## src/rtl/rsoc_params.svh

```systemverilog
`ifndef RSOC_PARAMS_SVH
`define RSOC_PARAMS_SVH
`define RSOC_CLK_NS 10
`define RSOC_BIT_NS 15625
`define RSOC_BIT_CYC (`RSOC_BIT_NS / `RSOC_CLK_NS)
`define RSOC_COL_W 14
`define RSOC_E1_IDX 14'h0469
`define RSOC_F1_IDX 14'h0471
`define RSOC_FIFO_D 4
`define RSOC_LVL_LOW 3'h0
`define RSOC_LVL_HIGH 3'h4
`define RSOC_ADDR_CTRL 4'h0
`define RSOC_ADDR_STAT 4'h4
`define RSOC_CTRL_RST 1'h0
`define RSOC_ST_POS 4
`define RSOC_ST_NEG 5
`define RSOC_ST_SSF 6
`define RSOC_ST_OVR 7
`define RSOC_RESP_OK 2'h0
`define RSOC_RESP_ERR 2'h2
`endif

```

## src/rtl/rsoc_pkg.sv

```systemverilog
package rsoc_pkg;
    typedef enum logic [1:0] {
        JUST_NONE = 2'b00,
        JUST_POS = 2'b01,
        JUST_NEG = 2'b10
    } rsoc_just_type;
    typedef struct packed {
        logic valid;
        logic [7:0] data;
    } rsoc_line_type;
    typedef struct packed {
        logic data;
        logic clk;
        logic fs;
        logic fail;
    } rsoc_client_type;
endpackage
```

## src/rtl/rsoc_adapt.sv

```systemverilog
// Register access over AXI4-Lite and the register offsets were decided locally.
`timescale 1ns/1ps
`include "rsoc_params.svh"
module rsoc_fifo #(
    parameter int W = 8,
    parameter int D = 4
) (
    input wire logic aclk,
    input wire logic aresetn,
    input wire logic ce,
    input wire logic in_valid,
    output logic in_ready,
    input wire logic [W-1:0] in_data,
    output logic out_valid,
    input wire logic out_ready,
    output logic [W-1:0] out_data,
    output logic [$clog2(D):0] level
);
    logic [W-1:0] mem_q [D];
    logic [$clog2(D)-1:0] wp_q, rp_q;
    logic [$clog2(D):0] cnt_q;
    logic push, pop;
    assign in_ready = (cnt_q != D[$clog2(D):0]);
    assign out_valid = (cnt_q != '0);
    assign out_data = mem_q[rp_q];
    assign level = cnt_q;
    assign push = in_valid && in_ready;
    assign pop = out_valid && out_ready;
    always_ff @(posedge aclk) begin
        if (!aresetn) begin
            wp_q <= '0;
            rp_q <= '0;
            cnt_q <= '0;
        end else if (ce) begin
            if (push) begin
                mem_q[wp_q] <= in_data;
                wp_q <= wp_q + 1'b1;
            end
            if (pop) begin
                rp_q <= rp_q + 1'b1;
            end
            cnt_q <= cnt_q + {{$clog2(D){1'b0}}, push} - {{$clog2(D){1'b0}}, pop};
        end
    end
endmodule

module rsoc_adapt (
    input wire logic aclk,
    input wire logic aresetn,
    input wire logic ce,
    input wire logic line_timing_clock,
    input wire logic line_frame_start,
    input wire logic [7:0] section_access_data,
    input wire logic trail_signal_fail_in,
    output rsoc_pkg::rsoc_line_type section_access_data_out,
    input wire logic ow_src_data,
    input wire logic ow_src_clk,
    input wire logic ow_src_fs,
    output rsoc_pkg::rsoc_client_type orderwire_channel,
    output logic client_server_fail_out,
    input wire logic usr_src_data,
    output logic usr_src_clk,
    output rsoc_pkg::rsoc_client_type user_data_channel,
    output logic user_server_fail_out,
    input wire logic [3:0] s_axi_awaddr,
    input wire logic s_axi_awvalid,
    output logic s_axi_awready,
    input wire logic [31:0] s_axi_wdata,
    input wire logic [3:0] s_axi_wstrb,
    input wire logic s_axi_wvalid,
    output logic s_axi_wready,
    output logic [1:0] s_axi_bresp,
    output logic s_axi_bvalid,
    input wire logic s_axi_bready,
    input wire logic [3:0] s_axi_araddr,
    input wire logic s_axi_arvalid,
    output logic s_axi_arready,
    output logic [31:0] s_axi_rdata,
    output logic [1:0] s_axi_rresp,
    output logic s_axi_rvalid,
    input wire logic s_axi_rready
);
    localparam int BC = `RSOC_BIT_CYC;
    logic [`RSOC_COL_W-1:0] col_q, col_d, col_now;
    logic slot_e1, slot_f1, ow_slot, usr_slot;
    logic [10:0] div_q, div_d;
    logic tick;
    logic [2:0] bit_q, bit_d;
    logic ctrl_f1_q, ctrl_f1_d;
    logic [3:0] sticky_q, sticky_d;
    // line position: strobe with frame start is byte 0
    assign col_now = line_frame_start ? '0 : col_q;
    assign slot_e1 = line_timing_clock && col_now == `RSOC_E1_IDX;
    assign slot_f1 = line_timing_clock && col_now == `RSOC_F1_IDX;
    assign ow_slot = ctrl_f1_q ? slot_f1 : slot_e1;
    assign usr_slot = slot_f1 && !ctrl_f1_q;
    assign tick = div_q == 11'(BC - 1);
    always_comb begin
        col_d = col_q;
        if (line_timing_clock) begin
            col_d = col_now + 1'b1;
        end
        div_d = tick ? '0 : div_q + 1'b1;
        bit_d = tick ? bit_q + 1'b1 : bit_q;
    end
    always_ff @(posedge aclk) begin
        if (!aresetn) begin
            col_q <= '0;
            div_q <= '0;
            bit_q <= '0;
        end else if (ce) begin
            col_q <= col_d;
            div_q <= div_d;
            bit_q <= bit_d;
        end
    end

    // orderwire source: octets assembled on the client's own clock edges
    logic ck_prev_q, ck_prev_d, ow_edge;
    logic [7:0] ow_sh_q, ow_sh_d;
    logic [2:0] ow_cnt_q, ow_cnt_d;
    logic ow_pend_q, ow_pend_d, f_ready, f_valid, f_pop;
    logic [7:0] f_data, out_hold_q, out_hold_d;
    logic [2:0] f_lvl;
    logic reread_q, reread_d;
    rsoc_pkg::rsoc_just_type just;
    assign ow_edge = ow_src_clk && !ck_prev_q;
    always_comb begin
        ck_prev_d = ow_src_clk;
        ow_sh_d = ow_sh_q;
        ow_cnt_d = ow_cnt_q;
        ow_pend_d = ow_pend_q && !f_ready;
        // a pending octet stalls; one more edge before release is an overrun
        if (ow_edge) begin
            ow_sh_d = {ow_sh_q[6:0], ow_src_data};
            ow_cnt_d = ow_src_fs ? 3'h1 : ow_cnt_q + 1'b1;
            if (ow_cnt_d == 3'h0) begin
                ow_pend_d = 1'b1;
            end
        end
    end
    rsoc_fifo #(.W(8), .D(`RSOC_FIFO_D)) u_slip (
        .aclk(aclk),
        .aresetn(aresetn),
        .ce(ce),
        .in_valid(ow_pend_q),
        .in_ready(f_ready),
        .in_data(ow_sh_q),
        .out_valid(f_valid),
        .out_ready(f_pop),
        .out_data(f_data),
        .level(f_lvl)
    );
    always_comb begin
        just = rsoc_pkg::JUST_NONE;
        if (f_lvl == `RSOC_LVL_LOW) begin
            just = rsoc_pkg::JUST_POS;
        end else if (f_lvl == `RSOC_LVL_HIGH && !reread_q) begin
            just = rsoc_pkg::JUST_NEG;
        end
        f_pop = 1'b0;
        reread_d = reread_q;
        out_hold_d = out_hold_q;
        if (ow_slot) begin
            case (just)
                rsoc_pkg::JUST_POS: begin
                    out_hold_d = out_hold_q;
                end
                rsoc_pkg::JUST_NEG: begin
                    out_hold_d = f_data;
                    reread_d = 1'b1;
                end
                default: begin
                    out_hold_d = f_data;
                    f_pop = f_valid;
                    reread_d = 1'b0;
                end
            endcase
        end
    end

    // user source: we clock the client, sample on each tick
    logic [7:0] us_sh_q, us_sh_d, us_byte_q, us_byte_d;
    always_comb begin
        us_sh_d = tick ? {us_sh_q[6:0], usr_src_data} : us_sh_q;
        us_byte_d = (tick && bit_q == 3'h7) ? us_sh_d : us_byte_q;
    end
    assign usr_src_clk = div_q < 11'(BC / 2);

    rsoc_pkg::rsoc_line_type lo_d, lo_q;
    always_comb begin
        lo_d = '0;
        if (ow_slot) begin
            lo_d = '{valid: 1'b1, data: out_hold_d};
        end else if (usr_slot) begin
            lo_d = '{valid: 1'b1, data: us_byte_q};
        end
    end
    always_ff @(posedge aclk) begin
        if (!aresetn) begin
            ck_prev_q <= 1'b0;
            ow_sh_q <= '0;
            ow_cnt_q <= '0;
            ow_pend_q <= 1'b0;
            out_hold_q <= '0;
            reread_q <= 1'b0;
            us_sh_q <= '0;
            us_byte_q <= '0;
            lo_q <= '0;
        end else if (ce) begin
            ck_prev_q <= ck_prev_d;
            ow_sh_q <= ow_sh_d;
            ow_cnt_q <= ow_cnt_d;
            ow_pend_q <= ow_pend_d;
            out_hold_q <= out_hold_d;
            reread_q <= reread_d;
            us_sh_q <= us_sh_d;
            us_byte_q <= us_byte_d;
            lo_q <= lo_d;
        end
    end
    assign section_access_data_out = lo_q;

    // sinks: index 0 orderwire (E1 or F1), index 1 user (F1)
    logic [1:0] sk_slot;
    logic [7:0] st_q [2];
    logic [7:0] st_d [2];
    logic [7:0] ser_q [2];
    logic [7:0] ser_d [2];
    rsoc_pkg::rsoc_client_type co_q [2];
    rsoc_pkg::rsoc_client_type co_d [2];
    assign sk_slot = {slot_f1, ow_slot};
    genvar g;
    generate
        for (g = 0; g < 2; g++) begin : g_sink
            always_comb begin
                st_d[g] = sk_slot[g] ? section_access_data : st_q[g];
                ser_d[g] = ser_q[g];
                if (tick) begin
                    ser_d[g] = (bit_q == 3'h7) ? st_q[g] : {ser_q[g][6:0], 1'b0};
                end
                co_d[g].fail = trail_signal_fail_in;
                co_d[g].data = trail_signal_fail_in | ser_d[g][7];
                co_d[g].clk = div_d < 11'(BC / 2);
                co_d[g].fs = bit_d == 3'h0;
            end
            always_ff @(posedge aclk) begin
                if (!aresetn) begin
                    st_q[g] <= 8'hff;
                    ser_q[g] <= 8'hff;
                    co_q[g] <= '{data: 1'b1, clk: 1'b0, fs: 1'b0, fail: 1'b0};
                end else if (ce) begin
                    st_q[g] <= st_d[g];
                    ser_q[g] <= ser_d[g];
                    co_q[g] <= co_d[g];
                end
            end
        end
    endgenerate
    assign orderwire_channel = co_q[0];
    assign user_data_channel = co_q[1];
    assign client_server_fail_out = co_q[0].fail;
    assign user_server_fail_out = co_q[1].fail;

    // axi4-lite slave; answers one cycle after both halves are held
    logic bv_q, bv_d, rv_q, rv_d, wr_go, rd_go;
    logic [1:0] br_q, br_d, rr_q, rr_d;
    logic [31:0] rd_q, rd_d;
    logic [3:0] ev;
    assign wr_go = s_axi_awvalid && s_axi_wvalid && !bv_q;
    assign rd_go = s_axi_arvalid && !rv_q;
    assign ev = {ow_edge && ow_pend_q && !f_ready, trail_signal_fail_in,
                 ow_slot && just == rsoc_pkg::JUST_NEG, ow_slot && just == rsoc_pkg::JUST_POS};
    always_comb begin
        ctrl_f1_d = ctrl_f1_q;
        sticky_d = sticky_q;
        bv_d = bv_q && !s_axi_bready;
        br_d = br_q;
        rv_d = rv_q && !s_axi_rready;
        rr_d = rr_q;
        rd_d = rd_q;
        if (wr_go) begin
            bv_d = 1'b1;
            br_d = `RSOC_RESP_OK;
            if (s_axi_awaddr == `RSOC_ADDR_CTRL && s_axi_wstrb[0]) begin
                ctrl_f1_d = s_axi_wdata[0];
            end else if (s_axi_awaddr == `RSOC_ADDR_STAT && s_axi_wstrb[0]) begin
                sticky_d = sticky_q & ~s_axi_wdata[`RSOC_ST_OVR:`RSOC_ST_POS];
            end else if (s_axi_awaddr != `RSOC_ADDR_STAT && s_axi_awaddr != `RSOC_ADDR_CTRL) begin
                br_d = `RSOC_RESP_ERR;
            end
        end
        sticky_d = sticky_d | ev; // set beats clear
        if (rd_go) begin
            rv_d = 1'b1;
            rr_d = `RSOC_RESP_OK;
            rd_d = '0;
            if (s_axi_araddr == `RSOC_ADDR_CTRL) begin
                rd_d[0] = ctrl_f1_q;
            end else if (s_axi_araddr == `RSOC_ADDR_STAT) begin
                rd_d[2:0] = f_lvl;
                rd_d[`RSOC_ST_OVR:`RSOC_ST_POS] = sticky_q;
            end else begin
                rr_d = `RSOC_RESP_ERR;
            end
        end
    end
    always_ff @(posedge aclk) begin
        if (!aresetn) begin
            ctrl_f1_q <= `RSOC_CTRL_RST;
            sticky_q <= '0;
            bv_q <= 1'b0;
            br_q <= '0;
            rv_q <= 1'b0;
            rr_q <= '0;
            rd_q <= '0;
        end else if (ce) begin
            ctrl_f1_q <= ctrl_f1_d;
            sticky_q <= sticky_d;
            bv_q <= bv_d;
            br_q <= br_d;
            rv_q <= rv_d;
            rr_q <= rr_d;
            rd_q <= rd_d;
        end
    end
    assign s_axi_awready = wr_go && ce;
    assign s_axi_wready = wr_go && ce;
    assign s_axi_arready = rd_go && ce;
    assign s_axi_bvalid = bv_q;
    assign s_axi_bresp = br_q;
    assign s_axi_rvalid = rv_q;
    assign s_axi_rresp = rr_q;
    assign s_axi_rdata = rd_q;
endmodule

```

## config.mk

```make
export PLATFORM = sky130hd
export DESIGN_NAME = rsoc_adapt
export DESIGN_NICKNAME = d
export VERILOG_FILES = /design/src/rtl/rsoc_pkg.sv /design/src/rtl/rsoc_adapt.sv
export VERILOG_INCLUDE_DIRS = /design/src /design/src/rtl
export SDC_FILE = /design/constraint.sdc
export NUM_CORES = 1
export LEC_CHECK = 0
export BUFFER_PORTS_ARGS = -buffer_cell sky130_fd_sc_hd__buf_2
export CAP_MARGIN = 20
export CORE_AREA = 2 2 122 124
export CTS_BUF_LIST = sky130_fd_sc_hd__clkbuf_4 sky130_fd_sc_hd__clkbuf_8 sky130_fd_sc_hd__clkbuf_16
export DETAILED_ROUTE_END_ITERATION = 10
export DIE_AREA = 0 0 124 126
export GPL_ROUTABILITY_DRIVEN = 0
export PLACE_DENSITY_LB_ADDON = 0.05
export SETUP_SLACK_MARGIN = 0.3
export SLEW_MARGIN = 40
export SYNTH_ARGS = -nofsm -noshare
export SYNTH_HDL_FRONTEND = slang
export SYNTH_SLANG_ARGS = --single-unit
```

## constraint.sdc

```tcl
create_clock -name aclk -period 7.4 [get_ports aclk]
set_input_delay 1.11 -clock aclk [delete_from_list [all_inputs] [get_ports aclk]]
set_output_delay 1.11 -clock aclk [all_outputs]
set_load 0.05 [all_outputs]
```

==> results of run 1 <==
==> cell families after synthesis <==
group / count (synthesis) / synth area share
and+or+nand+nor: 285 / 0.196
DFF: 168 / 0.525
AOI/OAI and AO/OA: 129 / 0.115
buffers and inverters: 91 / 0.0633
muxes: 34 / 0.0572
xor gates and xnor gates: 17 / 0.0193
adders and majority gates: 14 / 0.0237
other: 1 / 0.000486
==> synth_stat cells, drive strengths merged, types with 2 or more instances <==
library cell    n  share of area
nand2         121          0.059
dfxtp          99           0.26
edfxtp         69           0.27
buf            43          0.040
a21boi         36          0.035
clkbuf         33          0.016
o21ai          31          0.020
and2           26          0.021
mux2i          25          0.032
nor2b          25          0.020
nor2           23          0.012
a21oi          16          0.010
nand3          16          0.011
inv            15         0.0073
ha             13          0.021
nor3           13          0.011
nand2b         11         0.0089
xnor2          10          0.011
a21o            9         0.0087
a221o           8          0.010
a22oi           8         0.0078
mux4            8          0.023
nand4           7         0.0057
xor2            7         0.0079
and3            6         0.0049
nand3b          6         0.0058
nor4            6         0.0057
nor3b           5         0.0062
or3             4         0.0039
or4             4         0.0049
a31oi           3         0.0024
a32oi           3         0.0034
nand4b          3         0.0034
o2111ai         3         0.0042
o21a            3         0.0029
and3b           2         0.0023
and4            2         0.0023
o211a           2         0.0026
o31ai           2         0.0019
or2             2         0.0019
==> metal layers <==
metal,vias up,routed length [um],GRT usage
met3,16,533,0.0399
met4,0,222,0.0648
li1,2619,-,-
met1,2523,6770,0.261
met2,76,7130,0.324
met5,-,0,0
==> area by class of cell <==
type / instances / area (um^2)
Tap cell: 184 / 230
Sequential cell: 168 / 4050
Timing Repair Buffer: 74 / 380
Clock buffer: 19 / 440
Clock inverter: 13 / 146
Inverter: 15 / 56.3
Fill cell: 1253 / 5720
Multi-Input combinational cell: 506 / 3290
==> power groups by stage <==
stage                     Combinational (uW)  Sequential [uW]  Clock, uW
final                                    121              986        871
after global routing                     131              988        931
after CTS                                122              986        887
after detailed placement                 122             1010          0
after global placement                   119             1010          0
after floorplan                         99.9             1010          0
==> worst max path at each step <==
stage          depth (start not counted)                            to        startpoint
2_1_floorplan                         14  u_slip.level[2]$_SDFFE_PN0P_  line_frame_start
3_3_place_gp                           4                 s_axi_arready                ce
3_5_place_dp                           4                 s_axi_arready                ce
4_1_cts                                4                 s_axi_arready                ce
5_1_grt                                4                 s_axi_arready                ce
6_report                               4                 s_axi_arready                ce
==> critical path, delay by kind of cell <==
kind / cells / cell delay [ns]
simple gates: 1 / 0.44
buf+inv: 3 / 1.01
==> through the flow <==
step	util	cell area (um^2)	cells	setup slack, ns	total power [uW]
floorplan	-	7820	765	4.00	1110
global placement	0.559	8000	947	3.75	1120
detailed placement	0.560	8010	947	3.70	1130
CTS	0.601	8600	979	3.68	1990
global route	0.601	8600	979	3.58	2050
finish	0.601	8600	979	3.73	1980
==> registers in the layout, indices dropped and copies added, names as in the netlist, 2 cells and up, named ones only <==
signal and count:
us_sh_q 7, section_access_data_out 9, ow_sh_q 8, out_hold_q 8, u_slip.level 3, u_slip.wp_q 2
sticky_q 4, ow_cnt_q 3, u_slip.mem_q 32, div_q 11, bit_q 3, u_slip.rp_q 2
us_byte_q 8, col_q 14, co_q 5, st_q 16, ser_q 16, s_axi_rdata 7
==> flow_summary.json, run 1 <==
{
  "start_kind": "input pin",
  "cts.sinks": 168,
  "grt_pass1_vias": 5017,
  "rows": 44,
  "crit_path_end_kind": "output port",
  "place_hpwl_mm": 10.1,
  "cpMostUsedCell": "buf_2",
  "drive_gt1_frac": 0.170,
  "wl_mm": 14.7,
  "cts_htree_levels": 4,
  "drv_slew": 0,
  "finalNetCount": 863,
  "grt_util_all_layers": 0.197,
  "ctsResizeCount": 0,
  "path_class": "input pin to output port",
  "peakVddDrop_v": 0.000158,
  "status": "finished, final reports clean",
  "hold_class": "register to register",
  "ff2ff_setup_slack_ns": 4.61,
  "r2r-end": "u_slip.level[2]$_SDFFE_PN0P_",
  "grt_setup_unrepaired": "false",
  "power.switching_uw": 463,
  "postSynthAreaPerCell_um2": 10.4,
  "setup_viol": 0,
  "rr_worst_depth": 12,
  "path_cells": "buf_2, nand3b_1, inv_1, buf_2",
  "post_drt_wl_per_cell_um": 15.0,
  "timing.max_cap.violations": 0,
  "synth.distinct_cells": 70,
  "p_per_area_nw_per_um2": 230,
  "port-buffer-count": 70,
  "p_seq_frac": 0.498,
  "layout_commonest_cell": "nand2_1",
  "core_um2": 14300,
  "crit_path_max_fanout": 33,
  "via_per_inst": 5.35,
  "whs_ns": 0.451,
  "yosysSeqAreaShare": 0.525,
  "p_clk_frac": 0.440,
  "cts_tree": "built",
  "pwr-share-comb": 0.061,
  "post-cts-setup-buffers": 0,
  "worst_path_max_delay_cell": "buf_2",
  "grt_start_max_net_pins": 94,
  "clk_pin_slew_ns": 0.06,
  "netlist_instances": 739,
  "cp.required_ns": 6.29,
  "cts_hold_buffers": 0,
  "tightest_slew_ns": 0.781,
  "ant_nets": 0,
  "cp.arrival_ns": 2.56,
  "p_int_uw": 1520,
  "hold-path-endpoint": "out_hold_q[0]$_SDFFE_PN0P_",
  "grt_antenna_before_repair": 0,
  "grt_pass1_wl_mm": 24.3,
  "cts_root_buf": "clkbuf_16",
  "final_cell_mix": "nand2_1, dfxtp_1, buf_2",
  "n_antenna_cell": 0,
  "fin_crit_sh": 0.496,
  "finalHoldViolations": 0,
  "cts_buffer_depth": 2,
  "swShare": 0.234,
  "chipWidth_um": 124,
  "maxSlewHeadroom": 0.480,
  "hold_path_depth": 1,
  "pin_count": 128,
  "r2r-start": "col_q[2]$_SDFFE_PN0P_",
  "yosys_warnings": 0,
  "cts_buffers": 17,
  "ys.flop_type": "dfxtp_1",
  "finalCriticalPeriod_ns": 3.67,
  "initial_core_util": 0.540,
  "p_leak_uw": 0.00320,
  "max_freq_mhz": 272,
  "synthesis.area_um2": 7720,
  "insertion_delay_ns": 0.42,
  "worstHoldStart": "out_hold_q[0]$_SDFFE_PN0P_",
  "drtIter0Drc": 349,
  "dieArea_um2": 15600,
  "first_pass_iters": 6,
  "synth-edff-count": 69,
  "die_y_um": 126,
  "syn2layout_area_growth_pct": 11.3,
  "clock_skew_ns": 0.00791,
  "gr-total-overflow": 0,
  "async_reset_ff_frac": 0,
  "fin_setup_tns_ns": 0,
  "vias": 5234,
  "critPathMaxStageDelay_ns": 0.56,
  "drc_errors": 0,
  "ys_ff_latch": 168
}
(Power assumes the default switching activity.)
==> run 2: changes to the inputs <==
==> constraint.sdc (replaced) <==
create_clock -name aclk -period 3.44 [get_ports aclk]
set_input_delay 0.516 -clock aclk [delete_from_list [all_inputs] [get_ports aclk]]
set_output_delay 0.516 -clock aclk [all_outputs]
set_load 0.05 [all_outputs]
==> flow_summary.json, run 2 (synthesis results as in run 1) <==
{
  "gr-total-overflow": 0,
  "drc_errors": 0,
  "grt_setup_unrepaired": "false",
  "cp.required_ns": 3.75,
  "final_util": 0.603,
  "grt_start_max_net_pins": 65,
  "grt_antenna_before_repair": 1,
  "vias": 5257,
  "p_per_area_nw_per_um2": 494,
  "setup_viol": 0,
  "tightest_slew_ns": 0.744,
  "final_cell_mix": "nand2_1, dfxtp_1, buf_2",
  "cts_buffer_depth": 2,
  "cts_root_buf": "clkbuf_16",
  "rows": 44,
  "ant_nets": 0,
  "core_um2": 14300,
  "top_register": "u_slip.mem_q",
  "cts_buffers": 17,
  "ff2ff_setup_slack_ns": 0.67,
  "reg_top3": "u_slip.mem_q: 32 flops, ser_q: 16 flops, st_q: 16 flops",
  "chipWidth_um": 124,
  "p_leak_uw": 0.00323,
  "drive_gt1_frac": 0.171,
  "n_antenna_cell": 0,
  "hold_class": "input pin to register",
  "cts_tree": "built",
  "insertion_delay_ns": 0.42,
  "largest_register_ff_count": 32,
  "wl_mm": 14.9,
  "cts_hold_buffers": 0,
  "cts_htree_levels": 4,
  "status": "finished, final reports clean",
  "post-cts-setup-buffers": 0,
  "crit_path_max_fanout": 9,
  "post_drt_wl_per_cell_um": 15.2,
  "max_freq_mhz": 361,
  "place_hpwl_mm": 10.5,
  "clk_pin_slew_ns": 0.06,
  "fin_setup_tns_ns": 0,
  "initial_core_util": 0.540,
  "syn2layout_area_growth_pct": 11.7,
  "pin_count": 128,
  "finalCriticalPeriod_ns": 2.77,
  "layout_commonest_cell": "nand2_1",
  "port-buffer-count": 70,
  "finalHoldViolations": 0,
  "first_pass_iters": 4,
  "crit_path_end_kind": "register",
  "timing.max_cap.violations": 0,
  "start_kind": "register",
  "fin_crit_sh": 0.806,
  "clock_skew_ns": 0.00689,
  "dieArea_um2": 15600,
  "grt_pass1_vias": 5046,
  "grt_util_all_layers": 0.197,
  "ctsResizeCount": 0,
  "final_cells": 984,
  "drv_slew": 0,
  "peakVddDrop_v": 0.000382,
  "maxSlewHeadroom": 0.504,
  "path_class": "register to register",
  "via_per_inst": 5.34,
  "die_y_um": 126,
  "cp.arrival_ns": 3.09,
  "cts.sinks": 168,
  "finalNetCount": 868,
  "drtIter0Drc": 287,
  "power_uw": 4260,
  "grt_pass1_wl_mm": 24.2,
  "dp_cells": 952,
  "whs_ns": 0.345
}
==> run 2: cell type report <==
class,instances,area [um^2]
Multi-Input combinational cell,506,3280
Inverter,15,56.3
Tap cell,184,230
Fill cell,1194,5690
Clock buffer,19,440
Sequential cell,168,4050
Clock inverter,13,146
Timing Repair Buffer,79,418
==> run 2: worst paths after layout <==
| kind | startpoint | to | cells past startpoint |
|---|---|---|---|
| setup / recovery | col_q[2]$_SDFFE_PN0P_ | u_slip.level[2]$_SDFFE_PN0P_ | 12 |
| hold / removal | ow_src_data | ow_sh_q[0]$_SDFFE_PN0P_ | 3 |
| setup reg to reg | col_q[2]$_SDFFE_PN0P_ | u_slip.level[2]$_SDFFE_PN0P_ | 12 |
| hold reg to reg | out_hold_q[1]$_SDFFE_PN0P_ | out_hold_q[1]$_SDFFE_PN0P_ | 1 |
==> run 2: worst max-delay path, stage by stage (launching register included) <==
cell and delay (ns):
dfxtp_1 0.38, or4_4 0.57, nor2_2 0.11, nand3_2 0.14, nor2_1 0.18, ha_1 0.15, inv_1 0.04, ha_1 0.20
fa_1 0.38, xnor2_1 0.15, nand2_1 0.08, xnor2_1 0.12, and2_1 0.16
==> run 2: power by group <==
group	total, uW	switching (uW)	internal, uW
logic	263	197	65.8
registers	2120	18.6	2100
clock network	1880	783	1090
==> run 2: metrics by stage <==
step                      cell area [um^2]  worst slack [ns]
after global placement                8040             0.535
after CTS                             8630             0.653
after floorplan                       7820             0.632
after global routing                  8630             0.468
final                                 8630             0.666
after detailed placement              8040             0.437
==> run 2: metal layers <==
layer	global-route usage	vias to the layer above	wire length, um	part of all wire
li1	-	2632	-	-
met1	0.249	2497	6490	0.44
met2	0.330	102	7500	0.50
met3	0.0453	24	677	0.045
met4	0.0714	2	230	0.015
met5	0	-	13	0.00087
==> run 3: changes to the inputs <==
==> constraint.sdc (replaced) <==
create_clock -name aclk -period 2.8 [get_ports aclk]
set_input_delay 0.42 -clock aclk [delete_from_list [all_inputs] [get_ports aclk]]
set_output_delay 0.42 -clock aclk [all_outputs]
set_load 0.05 [all_outputs]
==> flow_summary.json, run 3 (synthesis results as in run 1) <==
{
  "status": "finished, final reports clean",
  "finalCriticalPeriod_ns": 2.47,
  "cp.required_ns": 3.12,
  "cts_tree": "built",
  "top_register": "u_slip.mem_q",
  "gr-total-overflow": 0,
  "dp_slack_ns": 0.150,
  "dieArea_um2": 15600,
  "p_leak_uw": 0.00328,
  "whs_ns": 0.250,
  "p_per_area_nw_per_um2": 611,
  "hold_class": "input pin to register",
  "cp.arrival_ns": 2.79,
  "initial_core_util": 0.540,
  "grt_util_all_layers": 0.207,
  "grt_pass1_wl_mm": 25.4,
  "finalNetCount": 875,
  "die_y_um": 126,
  "layout_commonest_cell": "nand2_1",
  "drtIter0Drc": 251,
  "critPathMaxStageDelay_ns": 0.55,
  "m1WireLength_mm": 6.77,
  "cts_buffer_depth": 2,
  "syn2layout_area_growth_pct": 13.7,
  "setup_viol": 0,
  "post_drt_wl_per_cell_um": 15.3,
  "via_per_inst": 5.39,
  "path_cells": "or4_4, nor2_4, nand3_4, nor2_4, ha_4, inv_2, ha_4, fa_2, xnor2_1, nand2_1, xnor2_1, and2_1",
  "core_um2": 14300,
  "fin_crit_sh": 0.882,
  "layout_setup_ws_ns": 0.330,
  "tightest_slew_ns": 0.753,
  "crit_path_end_kind": "register",
  "grt_pass1_vias": 5220,
  "first_pass_iters": 4,
  "grt_start_max_net_pins": 71,
  "n_antenna_cell": 0,
  "wl_mm": 15.2,
  "timing.max_cap.violations": 0,
  "grt_setup_unrepaired": "true",
  "cts_hold_buffers": 0,
  "final_util": 0.613,
  "insertion_delay_ns": 0.42,
  "finalHoldViolations": 0,
  "reg_top3": "u_slip.mem_q: 32 flops, ser_q: 16 flops, st_q: 16 flops",
  "drv_slew": 0,
  "crit_path_max_fanout": 3,
  "max_freq_mhz": 405,
  "port-buffer-count": 70,
  "grt_antenna_before_repair": 0,
  "dr.max_layer_used": "met4",
  "peakVddDrop_v": 0.000474,
  "vias": 5343,
  "place_hpwl_mm": 10.6,
  "pin_count": 128,
  "fin_setup_tns_ns": 0,
  "drc_errors": 0,
  "rows": 44,
  "clk_pin_slew_ns": 0.06,
  "clock_skew_ns": 0.00577,
  "met2_length_mm": 7.53,
  "chipWidth_um": 124,
  "path_class": "register to register",
  "start_kind": "register",
  "drive_gt1_frac": 0.191,
  "cts_htree_levels": 4,
  "largest_register_ff_count": 32,
  "route.met3.wl_um": 614,
  "n_fill_cell": 1185,
  "cts_buffers": 17,
  "worst_path_max_delay_cell": "or4_4",
  "final_cell_mix": "nand2_1, dfxtp_1, buf_2",
  "cts_root_buf": "clkbuf_16",
  "maxSlewHeadroom": 0.498,
  "cts.sinks": 168,
  "power_uw": 5360,
  "ant_nets": 0
}
==> run 3: path summary, 6_finish.rpt <==
path,startpoint,end,slack (ns),depth (start not counted)
max reg2reg,col_q[12]$_SDFFE_PN0P_,u_slip.level[2]$_SDFFE_PN0P_,0.33,12
min,ow_src_data,ow_sh_q[0]$_SDFFE_PN0P_,0.25,3
min reg2reg,us_sh_q[6]$_SDFFE_PN0P_,us_sh_q[6]$_SDFFE_PN0P_,0.45,2
max,col_q[12]$_SDFFE_PN0P_,u_slip.level[2]$_SDFFE_PN0P_,0.33,12
==> run 3: what timing repair did <==
action                     in CTS  in global routing
resized for setup               4                  4
setup buffers                   2                  1
pin swaps                       2                  8
setup endpoints to repair       2                  2
==> run 3: cell type report <==
cell class / count / area [um^2] / area share
sequential: 168 / 4060 / 0.462
multi-input combinational: 506 / 3350 / 0.382
timing repair buffer: 86 / 470 / 0.0536
clock buffer: 19 / 447 / 0.0509
tap: 184 / 230 / 0.0262
clock inverter: 13 / 169 / 0.0192
inverter: 15 / 56.3 / 0.00641
==> run 3: metal layers <==
metal	vias up	track usage
met1	2563	0.265
met3	19	0.0421
li1	2651	-
met4	0	0.0727
met2	110	0.346
met5	-	0
==> run 3: report_power, final <==
part | leakage (uW) | switching [uW] | internal (uW) | total (uW)
logic | 0.00154 | 246 | 84.6 | 330
registers | 0.00144 | 23.1 | 2580 | 2610
clock network | 0.000299 | 979 | 1450 | 2430
==> run 3: through the flow <==
stage	cell area (um^2)	cells
6_report	8780	991
3_5_place_dp	8110	956
4_1_cts	8750	990
3_3_place_gp	8110	956
5_1_grt	8780	991
2_1_floorplan	7880	765
==> run 3: critical path, delay by kind of cell (launching register included) <==
family	cells	cell delay, ns
XOR/XNOR	2	0.25
adder cells (fa/ha/maj)	3	0.60
buffers and inverters	1	0.03
flip-flops	1	0.34
AND/OR/NAND/NOR	6	1.13
